`config.mk`:
```
export PLATFORM = sky130hd
export DESIGN_NAME = odc_top
export DESIGN_NICKNAME = d
export VERILOG_FILES = /design/src/rtl/odc_pkg.sv /design/src/rtl/odc_top.sv
export VERILOG_INCLUDE_DIRS = /design/src /design/src/rtl
export SDC_FILE = /design/constraint.sdc
export NUM_CORES = 1
export LEC_CHECK = 0
export ABC_CLOCK_PERIOD_IN_PS = 7000
export BUFFER_PORTS_ARGS = -buffer_cell sky130_fd_sc_hd__buf_4
export CORE_MARGIN = 2
export CORE_UTILIZATION = 55
export CTS_CLUSTER_DIAMETER = 60
export CTS_CLUSTER_SIZE = 25
export DETAILED_ROUTE_END_ITERATION = 10
export GPL_TIMING_DRIVEN = 0
export HOLD_SLACK_MARGIN = 0.08
export PLACE_DENSITY = 0.7
export SYNTH_ARGS = -nofsm -noshare
export SYNTH_HDL_FRONTEND = slang
export SYNTH_SLANG_ARGS = --single-unit
```
`constraint.sdc`:
```
create_clock -name ref_clk -period 7 [get_ports ref_clk]
set_input_delay 0.35 -clock ref_clk [delete_from_list [all_inputs] [get_ports ref_clk]]
set_output_delay 0.35 -clock ref_clk [all_outputs]
set_load 0.01 [all_outputs]
```
`src/rtl/odc_map.svh`:
```
/*
 * Constants of the one-wire dimming control block: timing, register map,
 * field positions and reset values.
 * Assumes a 10 MHz ref_clk; every cycle count derives from the time figure.
 */
`ifndef ODC_MAP_SVH
`define ODC_MAP_SVH

// ----------------------------------------------------------------
// Clock and timing figures
// ----------------------------------------------------------------
`define ODC_CLK_NS 100
`define ODC_EN_TO_US 2500
`define ODC_PWM_TO_US 20000
`define ODC_SS_US 5000
`define ODC_DET_DLY_US 100
`define ODC_DET_LO_US 260
`define ODC_DET_WIN_US 1000
`define ODC_BIT_MAX_US 360
`define ODC_ACK_VAL_US 2
`define ODC_ACK_LEN_US 512
// Least times round up, longest times round down
`define ODC_UP(t) (((t) * 1000 + `ODC_CLK_NS - 1) / `ODC_CLK_NS)
`define ODC_DN(t) (((t) * 1000) / `ODC_CLK_NS)
`define ODC_EN_TO_CYC `ODC_UP(`ODC_EN_TO_US)
`define ODC_PWM_TO_CYC `ODC_UP(`ODC_PWM_TO_US)
`define ODC_SS_CYC `ODC_DN(`ODC_SS_US)
`define ODC_DET_DLY_CYC `ODC_UP(`ODC_DET_DLY_US)
`define ODC_DET_LO_CYC `ODC_UP(`ODC_DET_LO_US)
`define ODC_DET_WIN_CYC `ODC_DN(`ODC_DET_WIN_US)
`define ODC_BIT_MAX_CYC `ODC_DN(`ODC_BIT_MAX_US)
`define ODC_ACK_VAL_CYC `ODC_DN(`ODC_ACK_VAL_US)
`define ODC_ACK_LEN_CYC `ODC_DN(`ODC_ACK_LEN_US)

// ----------------------------------------------------------------
// Command layout and register map
// ----------------------------------------------------------------
`define ODC_CMD_BITS 24
`define ODC_CODE_DEF 9'h1FF
`define ODC_ACK_BIT 10
`define ODC_REG_STATUS 2'h0
`define ODC_REG_CTRL 2'h1
`define ODC_CTRL_RST 16'h0001
`endif

```
`src/rtl/odc_pkg.sv`:
```
/*
 * Types of the one-wire dimming control block.
 * Assumes nothing beyond a SystemVerilog compiler.
 */
package odc_pkg;
    // Operating state of the device
    typedef enum logic [1:0] {
        ODC_SHUT = 2'b00,
        ODC_DETECT = 2'b01,
        ODC_ONEWIRE = 2'b10,
        ODC_PWM = 2'b11
    } odc_state_t;
    // Acknowledge sequencer
    typedef enum logic [1:0] {
        ODC_ACK_IDLE = 2'b00,
        ODC_ACK_WAIT = 2'b01,
        ODC_ACK_PULL = 2'b10
    } odc_ack_t;
endpackage

```
`src/rtl/odc_top.sv`:
```
/*
 * Digital control of a dual-channel backlight driver: interface selection,
 * shutdown timeouts, soft-start limit timer and the one-wire receiver.
 * Assumes ref_clk at 10 MHz and pin inputs synchronous to it; the enable
 * line is open drain outside, resolved from line_pull_oe by the bench.
 */
`include "odc_map.svh"

module odc_top #(
    parameter int P_EN_TO_CYC = `ODC_EN_TO_CYC,
    parameter int P_PWM_TO_CYC = `ODC_PWM_TO_CYC,
    parameter int P_SS_CYC = `ODC_SS_CYC,
    parameter int P_DET_WIN_CYC = `ODC_DET_WIN_CYC,
    parameter int P_ACK_LEN_CYC = `ODC_ACK_LEN_CYC,
    parameter logic [7:0] P_DEV_ADDR = 8'h5A // Value is arbitrary
) (
    input wire logic ref_clk,
    input wire logic rst,
    input wire logic undervoltage_lockout_ok,
    input wire logic en_line_i,
    input wire logic pwm_i,
    input wire logic [1:0] reg_addr,
    input wire logic [15:0] reg_wdata,
    input wire logic reg_wr,
    input wire logic reg_rd,
    output logic [15:0] reg_rdata,
    output logic line_pull_o,
    output logic line_pull_oe,
    output logic dev_on,
    output logic onewire_mode,
    output logic pwm_mode,
    output logic switching,
    output logic limit_reduced,
    output logic [8:0] brightness_code
);
    // ----------------------------------------------------------------
    // Constants at counter width
    // ----------------------------------------------------------------
    localparam logic [17:0] EN_TO = 18'(P_EN_TO_CYC);
    localparam logic [17:0] PWM_TO = 18'(P_PWM_TO_CYC);
    localparam logic [17:0] SS_LEN = 18'(P_SS_CYC);
    localparam logic [17:0] WIN = 18'(P_DET_WIN_CYC);
    localparam logic [17:0] ACK_LEN = 18'(P_ACK_LEN_CYC);
    localparam logic [17:0] DLY = 18'(`ODC_DET_DLY_CYC);
    localparam logic [17:0] DET_LO = 18'(`ODC_DET_LO_CYC);
    localparam logic [17:0] BIT_MAX = 18'(`ODC_BIT_MAX_CYC);
    localparam logic [17:0] ACK_VAL = 18'(`ODC_ACK_VAL_CYC);
    localparam logic [4:0] LAST_BIT = 5'(`ODC_CMD_BITS - 1);
    // Saturating increment shared by every timer
    function automatic logic [17:0] odc_inc(input logic [17:0] v);
        return (v == 18'h3FFFF) ? v : v + 18'h00001;
    endfunction
    // ----------------------------------------------------------------
    // Pin synchronisers and edges
    // ----------------------------------------------------------------
    logic en_s1_r, en_s2_r, en_d_r, pwm_s1_r, pwm_s2_r;
    logic en_fall_w, en_rise_w;
    // Two flops per pin, plus a third on enable for edge detection; only the stages after the first feed logic
    always_ff @(posedge ref_clk or posedge rst) begin
        if (rst) begin
            en_s1_r <= 1'b1;
            en_s2_r <= 1'b1;
            en_d_r <= 1'b1;
            pwm_s1_r <= 1'b0;
            pwm_s2_r <= 1'b0;
        end else begin
            en_s1_r <= en_line_i;
            en_s2_r <= en_s1_r;
            en_d_r <= en_s2_r;
            pwm_s1_r <= pwm_i;
            pwm_s2_r <= pwm_s1_r;
        end
    end
    assign en_fall_w = en_d_r & ~en_s2_r;
    assign en_rise_w = ~en_d_r & en_s2_r;
    // ----------------------------------------------------------------
    // Shutdown timeouts and interface selection
    // ----------------------------------------------------------------
    odc_pkg::odc_state_t st_r, st_nxt;
    logic [17:0] en_lo_r, pwm_lo_r, win_r, det_lo_r, ss_r;
    logic shut_w, pattern_w, active_w;
    // Low-time timers; a short blip restarts them
    always_ff @(posedge ref_clk or posedge rst) begin
        if (rst) begin
            en_lo_r <= 18'h00000;
            pwm_lo_r <= 18'h00000;
        end else begin
            en_lo_r <= en_s2_r ? 18'h00000 : odc_inc(en_lo_r);
            pwm_lo_r <= pwm_s2_r ? 18'h00000 : odc_inc(pwm_lo_r);
        end
    end
    // Either pin low too long, or supply lost, forces shutdown
    assign shut_w = ~undervoltage_lockout_ok | (en_lo_r >= EN_TO) | (pwm_lo_r >= PWM_TO);
    // Pattern ends on the rising edge after a long enough late low
    assign pattern_w = en_rise_w & (det_lo_r > DET_LO) & (win_r < WIN);
    assign active_w = (st_r == odc_pkg::ODC_ONEWIRE) | (st_r == odc_pkg::ODC_PWM);
    // Window counter and the low-time that counts only after the delay
    always_ff @(posedge ref_clk or posedge rst) begin
        if (rst) begin
            win_r <= 18'h00000;
            det_lo_r <= 18'h00000;
        end else if (st_r != odc_pkg::ODC_DETECT) begin
            win_r <= 18'h00000;
            det_lo_r <= 18'h00000;
        end else begin
            win_r <= odc_inc(win_r);
            det_lo_r <= (en_s2_r || win_r < DLY) ? 18'h00000 : odc_inc(det_lo_r);
        end
    end
    // Mode state machine; shutdown clears any earlier selection
    always_comb begin
        st_nxt = st_r;
        case (st_r)
            odc_pkg::ODC_SHUT: begin
                if (undervoltage_lockout_ok && pwm_s2_r && en_rise_w) begin
                    st_nxt = odc_pkg::ODC_DETECT;
                end
            end
            odc_pkg::ODC_DETECT: begin
                if (shut_w) begin
                    st_nxt = odc_pkg::ODC_SHUT;
                end else if (pattern_w) begin
                    st_nxt = odc_pkg::ODC_ONEWIRE;
                end else if (win_r >= WIN) begin
                    st_nxt = odc_pkg::ODC_PWM;
                end
            end
            odc_pkg::ODC_ONEWIRE, odc_pkg::ODC_PWM: begin
                if (shut_w) begin
                    st_nxt = odc_pkg::ODC_SHUT;
                end
            end
            default: st_nxt = odc_pkg::ODC_SHUT;
        endcase
    end
    always_ff @(posedge ref_clk or posedge rst) begin
        if (rst) begin
            st_r <= odc_pkg::ODC_SHUT;
        end else begin
            st_r <= st_nxt;
        end
    end
    // ----------------------------------------------------------------
    // Soft-start current limit timer
    // ----------------------------------------------------------------
    // Starts once the interface is settled, i.e. after detection
    always_ff @(posedge ref_clk or posedge rst) begin
        if (rst) begin
            ss_r <= 18'h00000;
        end else begin
            ss_r <= active_w ? odc_inc(ss_r) : 18'h00000;
        end
    end
    // ----------------------------------------------------------------
    // One-wire receiver
    // ----------------------------------------------------------------
    odc_pkg::odc_ack_t ack_r;
    logic [17:0] lo_r, hi_r, ack_cnt_r;
    logic [23:0] sh_r;
    logic [4:0] cnt_r;
    logic busy_r, err_r, ack_allow_r;
    logic rx_fall_w, dec_val_w, dec_ok_w, done_w, good_w, abort_w;
    logic [23:0] word_w;
    // Own pull on the line must not be taken for host traffic
    assign rx_fall_w = (st_r == odc_pkg::ODC_ONEWIRE) & (ack_r == odc_pkg::ODC_ACK_IDLE) & en_fall_w;
    // Ratio decode needs no rate setting
    assign dec_val_w = ({1'b0, hi_r} >= {lo_r, 1'b0});
    assign dec_ok_w = dec_val_w | ({1'b0, lo_r} >= {hi_r, 1'b0});
    // Shift in from the top so the first bit lands at bit 0
    assign word_w = {dec_val_w, sh_r[23:1]};
    // The falling edge closing bit 23 ends the command
    assign done_w = rx_fall_w & busy_r & (cnt_r == LAST_BIT);
    // Address checked; bits 15..11 and 9 play no part
    assign good_w = done_w & ~err_r & dec_ok_w & (word_w[23:16] == P_DEV_ADDR);
    // A level held past the longest bit half means the stream broke off
    assign abort_w = busy_r & ~rx_fall_w & ((lo_r > BIT_MAX) | (hi_r > BIT_MAX));
    always_ff @(posedge ref_clk or posedge rst) begin
        if (rst) begin
            busy_r <= 1'b0;
            err_r <= 1'b0;
            cnt_r <= 5'h00;
            sh_r <= 24'h000000;
            lo_r <= 18'h00000;
            hi_r <= 18'h00000;
        end else if (st_r != odc_pkg::ODC_ONEWIRE || abort_w) begin
            busy_r <= 1'b0;
            lo_r <= 18'h00000;
            hi_r <= 18'h00000;
        end else if (rx_fall_w) begin
            busy_r <= ~done_w;
            err_r <= busy_r & (err_r | ~dec_ok_w);
            cnt_r <= busy_r ? cnt_r + 5'h01 : 5'h00;
            sh_r <= busy_r ? word_w : sh_r;
            lo_r <= 18'h00000;
            hi_r <= 18'h00000;
        end else if (busy_r) begin
            lo_r <= en_s2_r ? lo_r : odc_inc(lo_r);
            hi_r <= en_s2_r ? odc_inc(hi_r) : hi_r;
        end
    end
    // Acknowledge: wait the valid delay, then pull low for a fixed time
    always_ff @(posedge ref_clk or posedge rst) begin
        if (rst) begin
            ack_r <= odc_pkg::ODC_ACK_IDLE;
            ack_cnt_r <= 18'h00000;
        end else begin
            ack_cnt_r <= odc_inc(ack_cnt_r);
            case (ack_r)
                odc_pkg::ODC_ACK_IDLE: begin
                    ack_cnt_r <= 18'h00000;
                    if (good_w && word_w[`ODC_ACK_BIT] && ack_allow_r) begin
                        ack_r <= odc_pkg::ODC_ACK_WAIT;
                    end
                end
                odc_pkg::ODC_ACK_WAIT: begin
                    if (ack_cnt_r >= ACK_VAL - 18'h00001) begin
                        ack_r <= odc_pkg::ODC_ACK_PULL;
                        ack_cnt_r <= 18'h00000;
                    end
                end
                odc_pkg::ODC_ACK_PULL: begin
                    if (ack_cnt_r >= ACK_LEN - 18'h00001 || st_r != odc_pkg::ODC_ONEWIRE) begin
                        ack_r <= odc_pkg::ODC_ACK_IDLE;
                    end
                end
                default: ack_r <= odc_pkg::ODC_ACK_IDLE;
            endcase
        end
    end
    // ----------------------------------------------------------------
    // Register port and outputs
    // ----------------------------------------------------------------
    logic [15:0] status_w, rd_w;
    assign status_w = {2'h0, ack_r == odc_pkg::ODC_ACK_PULL, limit_reduced, dev_on,
                       pwm_mode, onewire_mode, brightness_code};
    assign rd_w = (reg_addr == `ODC_REG_STATUS) ? status_w :
                  (reg_addr == `ODC_REG_CTRL) ? {15'h0000, ack_allow_r} : 16'h0000;
    // Read data stand one cycle after the strobe only
    always_ff @(posedge ref_clk or posedge rst) begin
        if (rst) begin
            reg_rdata <= 16'h0000;
            ack_allow_r <= 1'(`ODC_CTRL_RST);
        end else begin
            reg_rdata <= reg_rd ? rd_w : 16'h0000;
            if (reg_wr && reg_addr == `ODC_REG_CTRL) begin
                ack_allow_r <= reg_wdata[0];
            end
        end
    end
    // Code defaults on any shutdown; current is full scale times code/511
    always_ff @(posedge ref_clk or posedge rst) begin
        if (rst) begin
            brightness_code <= `ODC_CODE_DEF;
        end else if (st_r == odc_pkg::ODC_SHUT) begin
            brightness_code <= `ODC_CODE_DEF;
        end else if (good_w) begin
            brightness_code <= word_w[8:0];
        end
    end
    always_ff @(posedge ref_clk or posedge rst) begin
        if (rst) begin
            dev_on <= 1'b0;
            onewire_mode <= 1'b0;
            pwm_mode <= 1'b0;
            switching <= 1'b0;
            limit_reduced <= 1'b0;
            line_pull_o <= 1'b0;
            line_pull_oe <= 1'b0;
        end else begin
            dev_on <= (st_r != odc_pkg::ODC_SHUT);
            onewire_mode <= (st_r == odc_pkg::ODC_ONEWIRE);
            pwm_mode <= (st_r == odc_pkg::ODC_PWM);
            switching <= active_w;
            limit_reduced <= active_w & (ss_r < SS_LEN);
            line_pull_o <= 1'b0;
            line_pull_oe <= (ack_r == odc_pkg::ODC_ACK_PULL);
        end
    end
    // ----------------------------------------------------------------
    // Assertions
    // ----------------------------------------------------------------
    property p_en_timeout;
        @(posedge ref_clk) disable iff (rst)
        (en_lo_r >= EN_TO && st_r != odc_pkg::ODC_SHUT) |=> st_r == odc_pkg::ODC_SHUT;
    endproperty
    a_en_timeout: assert property (p_en_timeout) else $error("enable timeout missed");
    property p_limit;
        @(posedge ref_clk) disable iff (rst)
        $rose(switching) |-> limit_reduced ##1 limit_reduced[*3];
    endproperty
    a_limit: assert property (p_limit) else $error("start limit not held");
    property p_wake;
        @(posedge ref_clk) disable iff (rst)
        (st_r == odc_pkg::ODC_SHUT && undervoltage_lockout_ok && pwm_s2_r && en_rise_w) |=> st_r == odc_pkg::ODC_DETECT;
    endproperty
    a_wake: assert property (p_wake) else $error("no detection after wake");
    property p_select;
        @(posedge ref_clk) disable iff (rst)
        (st_r == odc_pkg::ODC_DETECT ##1 st_r == odc_pkg::ODC_ONEWIRE) |->
            $past(det_lo_r) > DET_LO && $past(win_r) < WIN;
    endproperty
    a_select: assert property (p_select) else $error("one-wire without pattern");
    property p_fallback;
        @(posedge ref_clk) disable iff (rst)
        (st_r == odc_pkg::ODC_DETECT && win_r >= WIN && !pattern_w && !shut_w) |=>
            st_r == odc_pkg::ODC_PWM;
    endproperty
    a_fallback: assert property (p_fallback) else $error("no pwm fallback");
    property p_default;
        @(posedge ref_clk) disable iff (rst)
        st_r == odc_pkg::ODC_SHUT |=> brightness_code == `ODC_CODE_DEF;
    endproperty
    a_default: assert property (p_default) else $error("code not defaulted");
    property p_store;
        @(posedge ref_clk) disable iff (rst)
        good_w |=> brightness_code == $past(word_w[8:0]) && $past(word_w[23:16]) == P_DEV_ADDR;
    endproperty
    a_store: assert property (p_store) else $error("code not stored");
    property p_keep;
        @(posedge ref_clk) disable iff (rst)
        (abort_w || (done_w && !good_w)) && st_r != odc_pkg::ODC_SHUT |=> $stable(brightness_code);
    endproperty
    a_keep: assert property (p_keep) else $error("dropped command changed code");
    property p_ack_cause;
        @(posedge ref_clk) disable iff (rst)
        $rose(line_pull_oe) |-> $past(ack_r, 2) == odc_pkg::ODC_ACK_WAIT;
    endproperty
    a_ack_cause: assert property (p_ack_cause) else $error("ack without request");
    property p_ack_len;
        @(posedge ref_clk) disable iff (rst)
        ack_r == odc_pkg::ODC_ACK_PULL |-> ack_cnt_r < ACK_LEN;
    endproperty
    a_ack_len: assert property (p_ack_len) else $error("ack too long");
    c_onewire: cover property (@(posedge ref_clk) disable iff (rst) st_r == odc_pkg::ODC_ONEWIRE);
    c_pwm: cover property (@(posedge ref_clk) disable iff (rst) st_r == odc_pkg::ODC_PWM);
    c_store: cover property (@(posedge ref_clk) disable iff (rst) good_w);
    c_ack: cover property (@(posedge ref_clk) disable iff (rst) $rose(line_pull_oe));
endmodule

```
Word-level counts from Yosys, hierarchy flattened. Index checks and enable logic that the tools add are counted.

Register bits: 214.

Add/sub/neg operators: 9. Order comparisons: 13. Equality and inequality tests: 32. Mux-type cells: 42. Bitwise logic cells: 29. Reduce and logical (&&, ||, !) cells: 23.

Operators by type and width (number): 18-bit two-way mux (23); 18-bit by 1-bit adder with 18-bit output, second input constant (8); 18-bit == test, second input constant (8); 18-bit by 12-bit greater-than comparator with 1-bit output, second input constant (3); 18-bit by 19-bit >= comparator with 1-bit output (2); 18-bit case mux with 2 select lines (1); 14-bit two-way mux (2); 18-bit by 13-bit >= comparator with 1-bit output, second input constant (1); 18-bit by 14-bit >= comparator with 1-bit output, second input constant (1); 18-bit by 15-bit >= comparator with 1-bit output, second input constant (1); 18-bit >= comparator, second input constant (1); 18-bit by 5-bit >= comparator with 1-bit output, second input constant (1); 18-bit by 10-bit < comparator with 1-bit output, second input constant (1); 18-bit by 14-bit < comparator with 1-bit output, second input constant (1); 18-bit by 16-bit < comparator with 1-bit output, second input constant (1); 9-bit two-way mux (2); 2-bit two-way mux (8); 2-bit != test, second input constant (8); 1-bit AND (15); 3-bit AND reduction (5); 2-bit case mux with 3 select lines (2); 3-bit != test, second input constant (3); 8-bit by 7-bit == test with 1-bit output, second input constant (1); 1-bit inverter (8); 17 further kinds (41).

Longest topological paths before layout. Gate-level depths: netlist (run 1).

Depth in word-level cells: 12. Depth in mapped cells: 9.

Least setup slack after synthesis (run 1). Ideal clock, no wire load.

Kind: register to register. From: register hi_r[13]. To: register brightness_code[0]. Setup time: 0.075 ns. Arrival: 2.365 ns. Data required time: 6.925 ns. Setup slack: 4.561 ns. Cell stages (with the launch flop): 10. Buffers on the path: 1. Cells stage by stage: dfrtp_1 -> inv_1 -> ha_1 -> and4_1 -> nand4_1 -> and2_1 -> or4_4 -> a2111oi_2 -> buf_6 -> mux2i_1.

Longest elaborated chain between the ends: 5.

RTL lines: start, declared (line odc_top.sv:158) `logic [17:0] lo_r, hi_r, ack_cnt_r;`; start signal, assigned (line odc_top.sv:198) `hi_r <= en_s2_r ? odc_inc(hi_r) : hi_r;`; 18-bit by 19-bit >= comparator with 1-bit output, on equally long branches (line odc_top.sv:167, odc_top.sv:168); 1-bit OR (line odc_top.sv:168) `assign dec_ok_w = dec_val_w | ({1'b0, lo_r} >= {hi_r, 1'b0});`; 1-bit AND (line odc_top.sv:174) `assign good_w = done_w & ~err_r & dec_ok_w & (word_w[23:16] == P_DEV_ADDR);`; 1-bit AND * (line odc_top.sv:174); 2-bit nonzero test (no source line) *; end signal, assigned (line odc_top.sv:253) `` brightness_code <= `ODC_CODE_DEF; ``; end signal, assigned (line odc_top.sv:255) `` brightness_code <= `ODC_CODE_DEF; ``; end signal, assigned (line odc_top.sv:257) `brightness_code <= word_w[8:0];`; end, declared (line odc_top.sv:34) `output logic [8:0] brightness_code`.

Mark *: on every way between the ends. The rest lies on a longest branch, timed or not. A chain may end at the register's enable or synchronous reset.

Worst setup path in the final report (run 1).
From: register hi_r[13]. To: register brightness_code[8].

The elaborated chain is that of the path after synthesis.

==> reports/metrics.csv, run 1 <==
metric,value,unit
result of the run,"complete, no violations",
cell class contributing the biggest share of worst-path delay,simple AND/OR/NAND/NOR gates,
number of failing hold endpoints at the final stage,0,
worst-case register-to-register setup slack,4.21,ns
Synth Instances,1172,
number of distinct library cells after synthesis,74,
setup repair after global routing missed its margin,no,
"Worst Path Class, Setup",reg2reg,
total DRC errors in the routed layout,0,
Fillers,1689,
sequential cell area,5350,sq um
static power due to leakage,5.31,nW
final clock skew,0.0258,ns
actual transition at the worst max-transition pin,0.651,ns
clk_lat worst skew,0.50,ns
total congestion overflow,0,
via count of the first global-routing pass,7964,
Inserted Clock Buffers,17,
crit-path cells,inv_1 -> ha_1 -> and4_1 -> nand4_1 -> and2_1 -> or4_4 -> a2111oi_2 -> buf_6 -> mux2i_1,
flip-flop cell with the highest count after synthesis,sky130_fd_sc_hd__dfrtp_1,
# IOs,57,
post-place instance area,11800,sq um
Synth warnings,0,
share of post-route cells with drive strength above 1,0.0898,
via/cell ratio,5.63,
Final Cell Area,12300,sq um
number of pins exceeding their max-slew limit in the final report,0,
"Net count, final",1307,
maximum fanout encountered on the critical timing path,9,
multi-input logic area,5300,sq um
antenna-violating nets left,0,
number of synthesized flops with an enable pin,0,
chip width,146,um
final weighted congestion in routability-driven placement,0.864,
IR Drop Worst-Case VDD,0.000172,V
DRC violation total after the first TritonRoute iteration,396,
half-perimeter wire length after detailed placement,15500,um
floorplan row count,51,
Initial Utilization,0.565,
portion of the post-synthesis area used by sequential elements,0.482,
required arrival time at the worst endpoint,7.42,ns
power per cell area,184,nW/um^2
delay of the slowest cell on the worst path,0.48,ns
worst rel slew slack,0.565,
number of setup violations in the final report,0,
total setup buffers inserted after CTS,0,
"CTS clk-pin slew, worst paths",0.09,ns
mapped cell area,11100,sq um
fmax,0.358,GHz
share of the clock period used by the worst path,0.399,
wire length reported by the detailed router,22500,um
min cycle time layout,2.79,ns
arrival time reported for the critical path endpoint,3.21,ns
Total Die Area,21300,sq um
H-tree levels,1,
count of max-cap constraint violations,0,
hold_ws,0.110,ns
wire length of the first global-routing pass,38700,um
Layout Area Growth over Synthesis,11.2,%
CTS sink cnt,213,
Tot GR Track Use,0.213,
detailed-routing iteration count for the pre-antenna-repair pass,5,
number of vias after detailed routing,8522,
largest net degree at the start of global routing,129,
Mapped Avg Cell Area,9.47,sq um
height of the die,146,um
floorplan core area,19700,sq um
buffer cell driving the clock tree root,sky130_fd_sc_hd__clkbuf_16,
nature of the critical path endpoint,register,
worst hold path type,in2reg,
Port-buffer cells,38,
routed length per instance,14.9,um
"Slowest-stage cell, CP",sky130_fd_sc_hd__or4_4,
CTS tree,done,
Yosys reg bits,213,
fraction of synthesis flops using an asynchronous set or reset pin,1.00,
Max clock buf depth,3,
startpoint class of the critical path,register,
number of antenna violations at the first check in global routing,1,
Critical path buffers and inverters,2,
## path summary, 6_finish.rpt
| check | startpoint | depth (start not counted) | endpoint |
|---|---|---|---|
| max | hi_r[13]$_DFFE_PP0P_ | 9 | brightness_code[8]$_DFFE_PP1P_ |
| min in group asynchronous | rst | 3 | pwm_lo_r[3]$_DFFE_PP0P_ |
| min reg2reg | en_s1_r$_DFF_PP1_ | 0 | en_s2_r$_DFF_PP1_ |
| max reg2reg | hi_r[13]$_DFFE_PP0P_ | 9 | brightness_code[8]$_DFFE_PP1P_ |
| max in group asynchronous | rst | 4 | hi_r[12]$_DFFE_PP0P_ |
| min | reg_rd | 3 | reg_rdata[0]$_DFF_PP0_ |
## cells in the final DEF (no fill, tap or decap), types with 6 or more instances in the layout
cell type	instances
sky130_fd_sc_hd__o21ai_1	13
sky130_fd_sc_hd__inv_1	52
sky130_fd_sc_hd__nand4_1	41
sky130_fd_sc_hd__nor3_1	27
sky130_fd_sc_hd__a21oi_1	38
sky130_fd_sc_hd__nor2b_1	8
sky130_fd_sc_hd__and4_1	22
sky130_fd_sc_hd__a211oi_1	11
sky130_fd_sc_hd__o31ai_1	6
sky130_fd_sc_hd__or3_1	13
sky130_fd_sc_hd__o21ai_0	16
sky130_fd_sc_hd__dfrtp_1	200
sky130_fd_sc_hd__dfstp_2	13
sky130_fd_sc_hd__a31oi_1	14
sky130_fd_sc_hd__xnor2_1	39
sky130_fd_sc_hd__nand3_1	52
sky130_fd_sc_hd__nor4_1	23
sky130_fd_sc_hd__buf_4	51
sky130_fd_sc_hd__nor2_1	161
sky130_fd_sc_hd__ha_1	46
sky130_fd_sc_hd__clkbuf_1	30
sky130_fd_sc_hd__xor2_1	51
sky130_fd_sc_hd__and2_1	21
sky130_fd_sc_hd__and3_1	23
sky130_fd_sc_hd__mux2i_1	19
sky130_fd_sc_hd__nand2_1	130
sky130_fd_sc_hd__clkbuf_16	17
sky130_fd_sc_hd__nand2b_1	8
## cells by family after synthesis
logic type / count (synthesis) / synth area share
AO/OA/AOI/OAI: 140 / 0.0835
multiplexers: 20 / 0.0181
buffers and inverters: 103 / 0.0414
AND/OR/NAND/NOR: 559 / 0.252
flip-flops: 213 / 0.482
XOR/XNOR: 90 / 0.0710
adder cells (fa/ha/maj): 46 / 0.0518
other: 1 / 0.000338
## cell usage after synthesis, types with 4 or more instances
cell	n	area, sq um
sky130_fd_sc_hd__a31oi_1	14	87.6
sky130_fd_sc_hd__and4_1	22	193
sky130_fd_sc_hd__dfstp_2	13	342
sky130_fd_sc_hd__buf_4	13	97.6
sky130_fd_sc_hd__or3_1	13	81.3
sky130_fd_sc_hd__dfrtp_1	200	5000
sky130_fd_sc_hd__nor4_1	23	144
sky130_fd_sc_hd__clkbuf_1	27	101
sky130_fd_sc_hd__mux2i_1	19	190
sky130_fd_sc_hd__nand2b_1	8	50.1
sky130_fd_sc_hd__and2_1	21	131
sky130_fd_sc_hd__inv_1	53	199
sky130_fd_sc_hd__ha_1	46	576
sky130_fd_sc_hd__nor3b_1	5	37.5
sky130_fd_sc_hd__o41ai_1	4	35.0
sky130_fd_sc_hd__a211oi_1	11	82.6
sky130_fd_sc_hd__o211ai_1	5	37.5
sky130_fd_sc_hd__o31ai_1	6	45.0
sky130_fd_sc_hd__buf_2	5	25.0
sky130_fd_sc_hd__o21a_1	5	37.5
sky130_fd_sc_hd__o21ai_1	13	65.1
sky130_fd_sc_hd__nand2_1	130	488
sky130_fd_sc_hd__nand4_1	41	257
sky130_fd_sc_hd__a21o_1	4	30.0
sky130_fd_sc_hd__nor2b_1	8	50.1
sky130_fd_sc_hd__xnor2_1	39	342
sky130_fd_sc_hd__and3_1	23	144
sky130_fd_sc_hd__nand3_1	52	260
sky130_fd_sc_hd__o21ai_0	16	80.1
sky130_fd_sc_hd__or4_1	5	37.5
sky130_fd_sc_hd__nor2_1	161	604
sky130_fd_sc_hd__nor3_1	27	135
sky130_fd_sc_hd__xor2_1	51	447
sky130_fd_sc_hd__a21oi_1	38	190
## metal layers
layer  track usage  wire length (um)  part of all wire  vias up
met5             0                 0                 0        -
met4        0.0481               375             0.017        0
met3        0.0322               973             0.043       31
met2         0.333             10200              0.45      159
met1         0.316             11000              0.49     4107
li1              -                 -                 -     4225
## worst register-to-register path: cells and delay by family (launching register included)
kind | cells | cell delay (ns)
multiplexers | 1 | 0.20
adder cells (fa/ha/maj) | 1 | 0.31
AO/OA/AOI/OAI | 1 | 0.37
AND/OR/NAND/NOR | 4 | 1.05
buffers and inverters | 2 | 0.31
flip-flops | 1 | 0.46
## report_power, final
group	total [mW]	internal [mW]	switching [mW]
clock network	0.960	0.474	0.486
logic	0.0666	0.0209	0.0457
registers	1.25	1.24	0.00634
## metrics by stage
stage               setup TNS, ns  cells  utilization  setup slack, ns  total power [mW]
floorplan                       0   1174            -            0.849              1.31
CTS                             0   1512        0.628             4.20              2.30
detailed placement              0   1478        0.598             4.23              1.34
finish                          0   1513        0.628             4.21              2.27
global route                    0   1512        0.628             4.00              2.36
global placement          -308.87   1477        0.597            -1.56              1.33
## final cells by class
type / count / share of cell area
clock inverter: 10 / 0.00881
timing repair buffer: 43 / 0.0286
tap: 265 / 0.0268
antenna: 1 / 0.000203
inverter: 54 / 0.0170
multi-input combinational: 858 / 0.429
buffer: 49 / 0.0208
sequential: 213 / 0.433
clock buffer: 20 / 0.0354
## sequential cells by signal, summed over array words and instances (netlist names), 14 cells and up
name / count
sh_r: 23
ack_cnt_r: 18
det_lo_r: 18
en_lo_r: 18
hi_r: 18
lo_r: 18
pwm_lo_r: 18
ss_r: 18
win_r: 18
reg_rdata: 14
## timing repair
item	in CTS	in global routing
gates resized for setup	0	0
hold buffers	4	0
endpoints found under the hold margin	83	0
Power figures use the tool's default switching activity.
==> run 2, diff against run 1 <==
--- a/config.mk
+++ b/config.mk
@@ -6,7 +6,7 @@
 export SDC_FILE = /design/constraint.sdc
 export NUM_CORES = 1
 export LEC_CHECK = 0
-export ABC_CLOCK_PERIOD_IN_PS = 7000
+export ABC_CLOCK_PERIOD_IN_PS = 2250
 export BUFFER_PORTS_ARGS = -buffer_cell sky130_fd_sc_hd__buf_4
 export CORE_MARGIN = 2
 export CORE_UTILIZATION = 55
@@ -15,7 +15,7 @@
 export DETAILED_ROUTE_END_ITERATION = 10
 export GPL_TIMING_DRIVEN = 0
 export HOLD_SLACK_MARGIN = 0.08
-export PLACE_DENSITY = 0.7
+export PLACE_DENSITY = 0.73
 export SYNTH_ARGS = -nofsm -noshare
 export SYNTH_HDL_FRONTEND = slang
 export SYNTH_SLANG_ARGS = --single-unit
==> constraint.sdc (replaced) <==
create_clock -name ref_clk -period 2.25 [get_ports ref_clk]
set_input_delay 0.1125 -clock ref_clk [delete_from_list [all_inputs] [get_ports ref_clk]]
set_output_delay 0.1125 -clock ref_clk [all_outputs]
set_load 0.01 [all_outputs]
==> reports/metrics.csv, run 2 (synthesis gave the netlist of run 1 again) <==
metric,value,unit
antenna-violating nets left,0,
share of post-route cells with drive strength above 1,0.176,
count of inserted antenna diode cells,0,
result of the run,"finished, violations left",
IR Drop Worst-Case VDD,0.000562,V
arrival time reported for the critical path endpoint,3.09,ns
"Worst Path Class, Setup",reg2reg,
startpoint class of the critical path,register,
worst rel slew slack,0.509,
floorplan core area,19700,sq um
via count of the first global-routing pass,8513,
Max clock buf depth,3,
fmax,0.377,GHz
number of failing hold endpoints at the final stage,0,
height of the die,146,um
Clock Power Share,0.458,
Fillers,1511,
Inserted Clock Buffers,19,
Total Negative Setup Slacks,-3.90,ns
worst hold path type,in2reg,
worst setup slack after layout,-0.402,ns
total congestion overflow,0,
internal power of the cells,5.74,mW
Sw Pwr,1.86,mW
clk_lat worst skew,0.51,ns
setup repair after global routing missed its margin,yes,
Tot GR Track Use,0.229,
power per cell area,571,nW/um^2
routed length per instance,16.0,um
min cycle time layout,2.65,ns
Initial Utilization,0.565,
maximum fanout encountered on the critical timing path,5,
nature of the critical path endpoint,register,
multi-input logic area,5590,sq um
wire length reported by the detailed router,25200,um
total DRC errors in the routed layout,0,
top metal layer carrying routed signals,met4,
H-tree levels,1,
"CTS clk-pin slew, worst paths",0.09,ns
# IOs,57,
number of vias after detailed routing,8989,
CTS sink cnt,213,
static power due to leakage,5.76,nW
wire length of the first global-routing pass,41200,um
Total Die Area,21300,sq um
failing checks,setup timing,
Layout Area Growth over Synthesis,19.7,%
share of the clock period used by the worst path,1.18,
number of setup violations in the final report,12,
required arrival time at the worst endpoint,2.69,ns
actual transition at the worst max-transition pin,0.736,ns
largest net degree at the start of global routing,43,
detailed-routing iteration count for the pre-antenna-repair pass,4,
Post-Route Utilization,0.676,
Port-buffer cells,38,
part of the total power dissipated in combinational logic,0.031,
final weighted congestion in routability-driven placement,0.912,
half-perimeter wire length after detailed placement,16200,um
count of max-cap constraint violations,0,
"commonest cells after routing, fill and taps aside","189 x sky130_fd_sc_hd__dfrtp_1, 160 x sky130_fd_sc_hd__nor2_1, 130 x sky130_fd_sc_hd__nand2_1",
relative contribution of sequential cells to total power,0.511,
"Net count, final",1362,
chip width,146,um
met3 wire length,1110,um
DP Worst Slack,-0.474,ns
switching share of power,0.245,
"commonest non-fill, non-tap cell in the layout",sky130_fd_sc_hd__dfrtp_1,
CTS tree,done,
buffer cell driving the clock tree root,sky130_fd_sc_hd__clkbuf_16,
hold_ws,0.246,ns
number of pins exceeding their max-slew limit in the final report,0,
via/cell ratio,5.73,
flip-flop count of the largest register after layout,23,
register name with the most flops,sh_r,
final clock skew,0.0237,ns
Met2 Wirelength,11800,um
number of antenna violations at the first check in global routing,0,
sequential cell area,5360,sq um
routed metal-1 wire length,11600,um
DRC violation total after the first TritonRoute iteration,605,
floorplan row count,51,
[run 2: power groups by stage]
| stage | clock, mW | sequential [mW] | combinational [mW] |
|---|---|---|---|
| after global placement | 0 | 3.95 | 0.201 |
| after detailed placement | 0 | 3.95 | 0.226 |
| final | 3.48 | 3.88 | 0.238 |
| after global routing | 3.70 | 3.88 | 0.269 |
| after CTS | 3.56 | 3.88 | 0.245 |
| after floorplan | 0 | 3.95 | 0.130 |
[run 2: path summary, 6_finish.rpt]
kind,slack [ns],to,startpoint,cells after the start
max,-0.40,brightness_code[1]$_DFFE_PP1P_,hi_r[5]$_DFFE_PP0P_,10
min,0.25,pwm_s1_r$_DFF_PP0_,pwm_i,2
max reg2reg,-0.40,brightness_code[1]$_DFFE_PP1P_,hi_r[5]$_DFFE_PP0P_,10
min reg2reg,0.35,pwm_s2_r$_DFF_PP0_,pwm_s1_r$_DFF_PP0_,0
max in group asynchronous,0.99,en_s1_r$_DFF_PP1_,rst,5
min in group asynchronous,0.30,lo_r[12]$_DFFE_PP0P_,rst,3
[run 2: per-layer routing]
layer / GRT usage / vias to the layer above
li1: - / 4343
met1: 0.322 / 4365
met5: 0 / -
met4: 0.0675 / 0
met3: 0.0319 / 59
met2: 0.374 / 222
[run 2: repair_timing]
item                                    in CTS  in global routing
hold endpoints to repair                    34                  0
gates resized for setup                     43                 34
setup buffers                               38                  6
pin swaps                                   15                  9
endpoints found under the setup margin      70                 81
hold buffers                                10                  0
cloned                                       1                  2
[run 2: through the flow]
| step | power (mW) | area [sq um] | cells |
|---|---|---|---|
| 6_report | 7.59 | 13300 | 1569 |
| 5_1_grt | 7.85 | 13300 | 1569 |
| 4_1_cts | 7.69 | 13100 | 1563 |
| 3_5_place_dp | 4.18 | 11900 | 1482 |
| 3_3_place_gp | 4.16 | 11800 | 1477 |
| 2_1_floorplan | 4.08 | 11200 | 1174 |
[run 2: cell type report]
cell class,count,share of cell area
multi-input cells,859,0.421
flip-flops and latches,213,0.403
repair buffers,99,0.0644
clock buffers,19,0.0358
well taps,265,0.0250
plain buffers,45,0.0202
inverters,54,0.0155
clock inverters,15,0.0149
[run 2: worst max-delay path, cell delays in order (launching register included)]
cell and delay (ns):
sky130_fd_sc_hd__dfrtp_1 0.40, sky130_fd_sc_hd__inv_2 0.08, sky130_fd_sc_hd__ha_4 0.28, sky130_fd_sc_hd__nand4_1 0.12, sky130_fd_sc_hd__a31oi_1 0.25, sky130_fd_sc_hd__nor3_2 0.10
sky130_fd_sc_hd__or4_4 0.53, sky130_fd_sc_hd__a2111oi_4 0.29, sky130_fd_sc_hd__buf_4 0.19, sky130_fd_sc_hd__buf_6 0.14, sky130_fd_sc_hd__mux2i_1 0.21
